[config.mk]
export PLATFORM = sky130hd
export DESIGN_NAME = cos_config
export DESIGN_NICKNAME = d
export VERILOG_FILES = /design/src/inc/cos_pkg.sv /design/src/cos_slot_mux.sv /design/src/cos_config.sv
export SDC_FILE = /design/constraint.sdc
export NUM_CORES = 1
export LEC_CHECK = 0
export ABC_CLOCK_PERIOD_IN_PS = 5100
export BUFFER_PORTS_ARGS = -buffer_cell sky130_fd_sc_hd__buf_4
export CAP_MARGIN = 15
export CORE_AREA = 3 3 81 90
export CTS_CLUSTER_DIAMETER = 150
export DETAILED_ROUTE_END_ITERATION = 16
export DIE_AREA = 0 0 84 93
export MAX_ROUTING_LAYER = met4
export PLACE_DENSITY = 0.84
export SYNTH_ARGS = -nofsm -noshare
export SYNTH_HDL_FRONTEND = slang
export SYNTH_SLANG_ARGS = --single-unit
[constraint.sdc]
create_clock -name sys_clk -period 5.1 [get_ports sys_clk]
set_input_delay 0.51 -clock sys_clk [delete_from_list [all_inputs] [get_ports sys_clk]]
set_output_delay 0.51 -clock sys_clk [all_outputs]
set_load 0.005 [all_outputs]
[src/inc/cos_pkg.sv]
// Purpose: Shared constants for the channel output select configuration block.
// Assumes: 8-bit register port, 16-bit channel and temperature data words.
// Notes:   Field positions and codes of the configuration register live here.
package cos_pkg;
   localparam logic [7:0] CFG_ADDR         = 8'h42;
   localparam logic [7:0] CFG_RESET        = 8'h00;
   localparam int         UNSIGNED_BIT     = 7;
   localparam int         SLOT0_HI         = 6;
   localparam int         SLOT0_LO         = 5;
   localparam int         SLOT1_HI         = 4;
   localparam int         SLOT1_LO         = 2;
   localparam int         AVG_HI           = 1;
   localparam int         AVG_LO           = 0;
   localparam int         DATA_W           = 16;
   localparam logic [1:0] AVG_BYPASS       = 2'h0;
   // Moving average input sample periods in microseconds, codes 1 to 3.
   localparam int         AVG_PERIOD0_US   = 32;
   localparam int         AVG_PERIOD1_US   = 64;
   localparam int         AVG_PERIOD2_US   = 128;
   localparam int         AVG_SAMPLES      = 8;
   localparam logic [1:0] SLOT0_OC         = 2'h0;
   localparam logic [1:0] SLOT0_RAW        = 2'h1;
   localparam logic [2:0] SLOT1_OC_AVG     = 3'h0;
   localparam logic [2:0] SLOT1_RAW_AVG    = 3'h1;
   localparam logic [2:0] SLOT1_OC_NOAVG   = 3'h4;
   localparam logic [2:0] SLOT1_RAW_AVG2   = 3'h5;
   localparam logic [DATA_W-1:0] SIGN_FLIP = 16'h8000;
   typedef enum logic [1:0] {COS_SRC_OC, COS_SRC_RAW, COS_SRC_TEMP} cos_src_t;
endpackage

[src/cos_slot_mux.sv]
// Purpose: Picks and formats the data for one result register pair.
// Assumes: Inputs are signed two's complement samples on the same clock.
// Notes:   Temperature passes untouched; only acceleration is re-based.
`timescale 1ns/100ps
module cos_slot_mux
(
   // Selection
   input  wire cos_pkg::cos_src_t         src,
   input  wire logic                      use_avg,
   input  wire logic                      use_interp,
   input  wire logic                      unsigned_sel,
   // Data sources
   input  wire logic [cos_pkg::DATA_W-1:0] accel_oc,
   input  wire logic [cos_pkg::DATA_W-1:0] accel_raw,
   input  wire logic [cos_pkg::DATA_W-1:0] accel_oc_avg,
   input  wire logic [cos_pkg::DATA_W-1:0] accel_raw_avg,
   input  wire logic [cos_pkg::DATA_W-1:0] accel_oc_interp,
   input  wire logic [cos_pkg::DATA_W-1:0] accel_raw_interp,
   input  wire logic [cos_pkg::DATA_W-1:0] temp_data,
   // Result
   output logic      [cos_pkg::DATA_W-1:0] result
);
   logic [cos_pkg::DATA_W-1:0] acc;

   always_comb
   begin
      acc = accel_raw;
      case (src)
         cos_pkg::COS_SRC_OC:
         begin
            if (use_avg)
               acc = accel_oc_avg;
            else if (use_interp)
               acc = accel_oc_interp;
            else
               acc = accel_oc;
         end
         default:
         begin
            if (use_avg)
               acc = accel_raw_avg;
            else if (use_interp)
               acc = accel_raw_interp;
            else
               acc = accel_raw;
         end
      endcase
      // sign format
      // Offset binary is the signed word with its sign bit flipped.
      if (src == cos_pkg::COS_SRC_TEMP)
         result = temp_data;
      else if (unsigned_sel)
         result = acc ^ cos_pkg::SIGN_FLIP;
      else
         result = acc;
   end
endmodule

[src/cos_config.sv]
// Overview of operation
// - An 8-bit configuration register at address 0x42 is readable and writable in every mode.
// - The register contents feed the read/write array error-detection check.
// - The register is user programmed and reads all zero in the unprogrammed state.
// - Bit 7 is unsigned select, bits 6:5 slot0 content, 4:2 slot1 content, 1:0 averaging.
// - Acceleration results are signed when unsigned select is 0 and unsigned when 1.
// - Temperature results keep their own format regardless of unsigned select.
// - The slot0 content field chooses what goes into the first result pair.
// - Slot0 code 00 gives acceleration with offset cancel, averaging and interpolation per setup.
// - Slot0 code 01 gives uncancelled acceleration and codes 10 and 11 give temperature.
// - The slot1 content field chooses the second result pair, which is never interpolated.
// - Slot1 code 000 gives cancelled averaged data and 001 the same without cancellation.
// - Slot1 code 100 is cancelled without averaging, 101 uncancelled averaged, rest temperature.
// - Averaging code 00 bypasses averaging with interpolation, others average 8 samples.
// - Any change of the averaging field pulses the DSP path reset for one cycle and holds results invalid until it reinitialises.
//
// Purpose: Holds the channel output select register and steers the result muxes.
// Assumes: Mode-independent register port shared by all serial front ends.
// Notes:   Offset cancellation on or off comes from its own register as an input.
`timescale 1ns/100ps
module cos_config
(
   // Clock and reset
   input  wire logic                       sys_clk,
   input  wire logic                       reset,
   // Register port
   input  wire logic [7:0]                 reg_addr,
   input  wire logic                       reg_wr,
   input  wire logic [7:0]                 reg_wdata,
   output logic      [7:0]                 reg_rdata,
   output logic                            reg_hit,
   // OTP image load
   input  wire logic                       otp_load,
   input  wire logic [7:0]                 otp_data,
   // Error detection view
   output logic      [7:0]                 cfg_image,
   // DSP control
   input  wire logic                       oc_filter_enable,
   input  wire logic                       dsp_init_done,
   output logic                            dsp_path_reset,
   output logic                            avg_enable,
   output logic                            interp_enable,
   output logic      [1:0]                 avg_period_code,
   // Data sources
   input  wire logic [cos_pkg::DATA_W-1:0] accel_oc,
   input  wire logic [cos_pkg::DATA_W-1:0] accel_raw,
   input  wire logic [cos_pkg::DATA_W-1:0] accel_oc_avg,
   input  wire logic [cos_pkg::DATA_W-1:0] accel_raw_avg,
   input  wire logic [cos_pkg::DATA_W-1:0] accel_oc_interp,
   input  wire logic [cos_pkg::DATA_W-1:0] accel_raw_interp,
   input  wire logic [cos_pkg::DATA_W-1:0] temp_data,
   // Results
   output logic      [cos_pkg::DATA_W-1:0] first_result_pair,
   output logic      [cos_pkg::DATA_W-1:0] second_result_pair,
   output logic                            results_valid
);
   // Results are registered so the pairs never glitch while a selection changes.
   typedef struct packed {
      logic [7:0]                 cfg;
      logic                       rst_pend;
      logic                       busy;
      logic [cos_pkg::DATA_W-1:0] res0;
      logic [cos_pkg::DATA_W-1:0] res1;
   } cos_state_t;

   cos_state_t s_r;
   cos_state_t s_nxt;

   logic                       unsigned_sel;
   logic [1:0]                 slot0_sel;
   logic [2:0]                 slot1_sel;
   logic [1:0]                 avg_sel;
   logic                       avg_on;
   cos_pkg::cos_src_t          src0;
   cos_pkg::cos_src_t          src1;
   logic                       avg1;
   logic [cos_pkg::DATA_W-1:0] mux0;
   logic [cos_pkg::DATA_W-1:0] mux1;
   logic                       cfg_wr;

   // A write is taken on any edge where the strobe is high at this address and no OTP load is active.
   assign cfg_wr = reg_wr && (reg_addr == cos_pkg::CFG_ADDR);

   assign unsigned_sel = s_r.cfg[cos_pkg::UNSIGNED_BIT];
   assign slot0_sel    = s_r.cfg[cos_pkg::SLOT0_HI:cos_pkg::SLOT0_LO];
   assign slot1_sel    = s_r.cfg[cos_pkg::SLOT1_HI:cos_pkg::SLOT1_LO];
   assign avg_sel      = s_r.cfg[cos_pkg::AVG_HI:cos_pkg::AVG_LO];

   // The period code is only passed on; the averaging itself sits upstream.
   // averaging versus interpolation
   assign avg_on          = (avg_sel != cos_pkg::AVG_BYPASS);
   assign avg_enable      = avg_on;
   assign interp_enable   = !avg_on;
   assign avg_period_code = avg_sel;

   // With offset cancellation off, code 00 falls back to the uncancelled samples.
   // slot0 decode
   always_comb
   begin
      case (slot0_sel)
         cos_pkg::SLOT0_OC:  src0 = oc_filter_enable ? cos_pkg::COS_SRC_OC : cos_pkg::COS_SRC_RAW;
         cos_pkg::SLOT0_RAW: src0 = cos_pkg::COS_SRC_RAW;
         default:            src0 = cos_pkg::COS_SRC_TEMP;
      endcase
   end

   // Codes 001 and 101 select the same data; both follow the averaging field.
   // slot1 decode
   always_comb
   begin
      avg1 = avg_on;
      case (slot1_sel)
         cos_pkg::SLOT1_OC_AVG:
            src1 = oc_filter_enable ? cos_pkg::COS_SRC_OC : cos_pkg::COS_SRC_RAW;
         cos_pkg::SLOT1_OC_NOAVG:
         begin
            src1 = oc_filter_enable ? cos_pkg::COS_SRC_OC : cos_pkg::COS_SRC_RAW;
            avg1 = 1'b0;
         end
         cos_pkg::SLOT1_RAW_AVG,
         cos_pkg::SLOT1_RAW_AVG2:
            src1 = cos_pkg::COS_SRC_RAW;
         default:
            src1 = cos_pkg::COS_SRC_TEMP;
      endcase
   end

   cos_slot_mux u_slot0
   (
      .src              (src0),
      .use_avg          (avg_on),
      .use_interp       (!avg_on),
      .unsigned_sel     (unsigned_sel),
      .accel_oc         (accel_oc),
      .accel_raw        (accel_raw),
      .accel_oc_avg     (accel_oc_avg),
      .accel_raw_avg    (accel_raw_avg),
      .accel_oc_interp  (accel_oc_interp),
      .accel_raw_interp (accel_raw_interp),
      .temp_data        (temp_data),
      .result           (mux0)
   );

   cos_slot_mux u_slot1
   (
      .src              (src1),
      .use_avg          (avg1),
      .use_interp       (1'b0),
      .unsigned_sel     (unsigned_sel),
      .accel_oc         (accel_oc),
      .accel_raw        (accel_raw),
      .accel_oc_avg     (accel_oc_avg),
      .accel_raw_avg    (accel_raw_avg),
      .accel_oc_interp  (accel_oc_interp),
      .accel_raw_interp (accel_raw_interp),
      .temp_data        (temp_data),
      .result           (mux1)
   );

   always_comb
   begin
      s_nxt = s_r;
      s_nxt.rst_pend = 1'b0;
      if (otp_load)
         s_nxt.cfg = otp_data;
      else if (cfg_wr)
         s_nxt.cfg = reg_wdata;
      // Comparing the next value catches OTP reloads as well as bus writes.
      // averaging change restarts DSP
      if (s_nxt.cfg[cos_pkg::AVG_HI:cos_pkg::AVG_LO] != avg_sel)
      begin
         s_nxt.rst_pend = 1'b1;
         s_nxt.busy     = 1'b1;
      end
      else if (dsp_init_done && !s_r.rst_pend)
         s_nxt.busy = 1'b0;
      s_nxt.res0 = mux0;
      s_nxt.res1 = mux1;
   end

   always_ff @(posedge sys_clk)
   begin
      if (reset)
      begin
         s_r.cfg      <= cos_pkg::CFG_RESET;
         s_r.rst_pend <= 1'b0;
         s_r.busy     <= 1'b0;
         s_r.res0     <= '0;
         s_r.res1     <= '0;
      end
      else
         s_r <= s_nxt;
   end

   // Reads of other addresses return zero so several banks can share one read bus.
   // readback
   assign reg_hit   = (reg_addr == cos_pkg::CFG_ADDR);
   assign reg_rdata = reg_hit ? s_r.cfg : 8'h00;
   assign cfg_image          = s_r.cfg;
   assign dsp_path_reset     = s_r.rst_pend;
   assign first_result_pair  = s_r.res0;
   assign second_result_pair = s_r.res1;
   // Results stay flagged invalid from an averaging change until the DSP reports ready.
   assign results_valid      = !s_r.busy;

   // Result checks use the sources of the cycle before, since both pairs are registered.
   // The reset check has no disable condition, since it looks at the release edge itself.

   a_write_takes: assert property (@(posedge sys_clk) disable iff (reset)
      (cfg_wr && !otp_load) |=> (reg_rdata == $past(reg_wdata) || !reg_hit));

   a_image_write: assert property (@(posedge sys_clk) disable iff (reset)
      (cfg_wr && !otp_load) |=> (cfg_image == $past(reg_wdata)));

   a_other_addr: assert property (@(posedge sys_clk) disable iff (reset)
      (reg_wr && !otp_load && reg_addr != cos_pkg::CFG_ADDR) |=> $stable(cfg_image));

   a_reset_clear: assert property (@(posedge sys_clk)
      $fell(reset) |-> (cfg_image == cos_pkg::CFG_RESET && results_valid && !dsp_path_reset));

   a_otp_load: assert property (@(posedge sys_clk) disable iff (reset)
      otp_load |=> (cfg_image == $past(otp_data)));

   a_avg_restart: assert property (@(posedge sys_clk) disable iff (reset)
      (avg_sel != $past(avg_sel)) |-> (dsp_path_reset && !results_valid));

   a_pulse_single: assert property (@(posedge sys_clk) disable iff (reset)
      (dsp_path_reset && !otp_load && !cfg_wr) |=> !dsp_path_reset);

   a_valid_hold: assert property (@(posedge sys_clk) disable iff (reset)
      (!results_valid && !dsp_init_done) |=> !results_valid);

   a_valid_return: assert property (@(posedge sys_clk) disable iff (reset)
      (!results_valid && !dsp_path_reset && dsp_init_done && !otp_load && !cfg_wr)
      |=> results_valid);

   a_interp_excl: assert property (@(posedge sys_clk) disable iff (reset)
      avg_enable == (avg_period_code != cos_pkg::AVG_BYPASS) && (interp_enable != avg_enable));

   a_temp_slot0: assert property (@(posedge sys_clk) disable iff (reset)
      (slot0_sel[1] && $stable(temp_data) && $stable(s_r.cfg))
      |=> first_result_pair == $past(temp_data));

   a_temp_slot1: assert property (@(posedge sys_clk) disable iff (reset)
      (slot1_sel[1] && $stable(temp_data) && $stable(s_r.cfg))
      |=> second_result_pair == $past(temp_data));

   a_raw_slot0: assert property (@(posedge sys_clk) disable iff (reset)
      (slot0_sel == cos_pkg::SLOT0_RAW && !avg_on && !unsigned_sel && $stable(accel_raw_interp)
       && $stable(s_r.cfg)) |=> first_result_pair == $past(accel_raw_interp));

   a_oc_interp0: assert property (@(posedge sys_clk) disable iff (reset)
      (slot0_sel == cos_pkg::SLOT0_OC && oc_filter_enable && !avg_on && !unsigned_sel)
      |=> first_result_pair == $past(accel_oc_interp));

   a_oc_off0: assert property (@(posedge sys_clk) disable iff (reset)
      (slot0_sel == cos_pkg::SLOT0_OC && !oc_filter_enable && avg_on && !unsigned_sel)
      |=> first_result_pair == $past(accel_raw_avg));

   a_unsigned_flip: assert property (@(posedge sys_clk) disable iff (reset)
      (slot1_sel == cos_pkg::SLOT1_RAW_AVG && !avg_on && unsigned_sel && $stable(accel_raw)
       && $stable(s_r.cfg)) |=> second_result_pair == ($past(accel_raw) ^ cos_pkg::SIGN_FLIP));

   a_oc_avg1: assert property (@(posedge sys_clk) disable iff (reset)
      (slot1_sel == cos_pkg::SLOT1_OC_AVG && oc_filter_enable && avg_on && !unsigned_sel)
      |=> second_result_pair == $past(accel_oc_avg));

   a_raw_avg1: assert property (@(posedge sys_clk) disable iff (reset)
      (slot1_sel == cos_pkg::SLOT1_RAW_AVG2 && avg_on && !unsigned_sel)
      |=> second_result_pair == $past(accel_raw_avg));

   a_no_interp1: assert property (@(posedge sys_clk) disable iff (reset)
      (slot1_sel == cos_pkg::SLOT1_OC_NOAVG && oc_filter_enable && !unsigned_sel
       && $stable(accel_oc) && $stable(s_r.cfg)) |=> second_result_pair == $past(accel_oc));
endmodule

==> results.md <==
* H-tree levels at 2
* Combinational Power Share at 35.3%
* Initial Util at 45.0%
* Worst hold path type: in -> reg
* Final setup viols at 0
* Most frequent cells in the layout: buf_4, nand2_1, dfxtp_1
* Total GRT Usage at 27.4%
* Async S/R FF share, synth at 0%
* Placer Congestion at 0.826
* Yosys reg bits at 42
* CTS tree: done
* Synth area leader: dfxtp_1
* Cells after synthesis at 361
* Min Clock Period, post-route at 2610 ps
* DRC viols at 0
* Worst-Margin Slew at 974 ps
* Commonest non-fill, non-tap cell in the layout: buf_4
* Crit path DAT at 2800 ps
* Die Area at 7810 um^2
* Number of flops mapped to enable cells by yosys at 0
* Antenna viol nets, final at 0
* Setup_tns at 0 ps
* Ys Warns at 0
* Max-slew violation count at 0
* Outcome: finished clean
* Worst vdd ir at 0.161 mV
* Cts hold-fix bufs at 0
* Die width at 84 um
* Placement row count at 31
* Synth top area share at 28.5%
* Number of global-route vias before repair at 3334
* Int Power at 668 uW
* Post-CTS Setup Repair Bufs at 0
* Share of cells above drive strength 1 at 48.0%
* Sink of the worst hold path: second_result_pair[0]$_SDFF_PP0_
* Routed wire per std cell at 18.6 um
* DR iter-0 viols at 133
* Final Skew at 7.67 ps
* Sequential cell area at 841 um^2
* Slew Limit Headroom at 35.0%
* Avg Inst Size Synth at 8.17 um^2
* Die Ht at 93 um
* Worst-Skew Late Latency at 290 ps
* Vias at 3256
* Post-route cell area at 4200 um^2
* DR vias/cell at 5.61
* HP Start: temp_data[0]
* FILL cells at 590
* Synthesized Nets at 503
* Sequential group share of total power at 40.9%
* Clock Tree Buf Depth at 2
* Final nets at 639
* Highest Clock Rate at 0.383 GHz
* Antenna cells at 0
* Ports at 197
* Largest net degree at the start of global routing at 43
* Critical Path RT at 5290 ps
* Register area share after synthesis at 28.5%
* Synth top area cells: dfxtp_1, buf_4, nand2_1
* Maxcap violations at 0
* Max incr delay on CP at 890 ps
* Inserted Clock Buffers at 5
* Multi-input logic area at 1640 um^2
* CP delay by family, top: simple AND/OR/NAND/NOR gates
* Top FF cell, synth: dfxtp_1
* Reg2Reg Depth at 4
* Synth Cell Area at 2950 um^2
* Clock share of power at 23.7%
* Final wirelength at 10800 um
* CP Launch Type: register
* Reg2reg end: second_result_pair[7]$_SDFF_PP0_
* Clk root buf: clkbuf_8
* Total grt overflow at 0
* DP Wirelength at 8110 um
* Reg-to-reg critical path startpoint: cfg_image[3]$_SDFFE_PP0P_
* DRT Pass-1 Iters at 5
* Beginning of the critical path: cfg_image[3]$_SDFFE_PP0P_
* Final Hold Fails at 0
* Register-to-register setup slack at 2490 ps
* Initial antenna violation count at 0
* Worst Hold Depth at 3
* Psw at 279 uW
* First-pass GRT wire length at 16600 um
* Layout area overhead at 42.5%
* Cell Area, Placed at 4110 um^2
* Clock-pin slew on the worst setup and hold paths at 80 ps
* CP endpoint kind: register
* WP buf/inv at 0
* Post-CTS sizing at 0
* Worst path cell trace: or3b_1 -> nand2_1 -> and3_1 -> o41ai_1
* Final worst path period share at 51.2%
* Yosys cell types at 46
* CTS Sinks at 42
* Critical path class: reg -> reg
* RSZ-0062 raised after global routing: false
* Leakage at 0.00200 uW
* Power per cell area at 225 nW/um^2
* Crit-path max FO at 21
* Number of port buffers at 196
* Sw Share at 29.5%
* Core ar. at 6560 um^2
* Crit-path slowest cell: dfxtp_1
-- power groups by stage --
stage	combinational, uW	clock [uW]	sequential, uW
after floorplan	210	0	381
after global placement	324	0	393
after detailed placement	333	0	395
after CTS	334	231	387
after global routing	363	247	392
final	335	225	387
-- worst reg2reg max path: stages (launching register included) --
cell,delay (ps)
dfxtp_1,890
or3b_1,510
nand2_1,540
and3_1,340
o41ai_1,240
-- synth_stat cells, drive strengths merged, types with 4 or more instances --
| master | number |
|---|---|
| xnor2 | 4 |
| o22ai | 12 |
| mux4 | 16 |
| and2 | 8 |
| and3 | 16 |
| a211oi | 15 |
| nand3 | 6 |
| o21ai | 16 |
| nor2 | 15 |
| a21oi | 4 |
| a311oi | 6 |
| dfxtp | 42 |
| buf | 51 |
| a31o | 12 |
| clkbuf | 20 |
| nand2 | 83 |
| inv | 5 |
-- logic make-up (layout without fill, tap and decap cells) --
family | count (synthesis) | in the layout | synth area share (%)
AO/OA/AOI/OAI | 76 | 76 | 18.1
buffers and inverters | 77 | 214 | 16.2
flip-flops | 42 | 42 | 28.5
AND/OR/NAND/NOR | 143 | 143 | 22.4
XOR/XNOR | 5 | 5 | 1.48
multiplexers | 18 | 18 | 13.3
-- per-layer routing --
layer  global-route usage (%)  vias up  routed length [um]  share of wire, %
met5                        -        -                   0                 0
met4                     9.79        0                 242               2.2
met3                     4.49       23                 766               7.1
met2                     50.4      181                5810                54
met1                     29.8     1542                3950                37
li1                         -     1510                   -                 -
-- sequential cells by signal, summed over array words and instances (netlist names) --
signal / count
cfg_image: 8
first_result_pair: 16
second_result_pair: 16
s_r: 1
dsp_path_reset: 1
-- worst max-delay path by stage --
stage / end / depth (start not counted) / slack (ps)
2_1_floorplan: reg_rdata[0] / 5 / 2960
3_3_place_gp: second_result_pair[7]$_SDFF_PP0_ / 4 / 2720
3_5_place_dp: second_result_pair[7]$_SDFF_PP0_ / 4 / 2580
4_1_cts: second_result_pair[7]$_SDFF_PP0_ / 4 / 2560
5_1_grt: second_result_pair[8]$_SDFF_PP0_ / 4 / 2300
6_report: second_result_pair[7]$_SDFF_PP0_ / 4 / 2490
-- area by class of cell --
class / instances / area share, %
clock inverter: 1 / 0.119
timing repair buffer: 200 / 35.8
multi-input combinational: 242 / 39.0
tap: 82 / 2.44
clock buffer: 7 / 2.05
sequential: 42 / 20.0
inverter: 6 / 0.536
-- stage by stage --
stage / total power, uW / setup slack [ps] / instances / util [%] / hold slack (ps)
after floorplan: 590 / 2960 / 361 / - / 454
after global placement: 717 / 2720 / 571 / 62.6 / 468
after detailed placement: 728 / 2580 / 572 / 62.7 / 495
after CTS: 952 / 2560 / 580 / 64.1 / 403
after global routing: 1000 / 2300 / 580 / 64.1 / 409
final: 947 / 2490 / 580 / 64.1 / 411
Power figures use the tool's default switching activity.
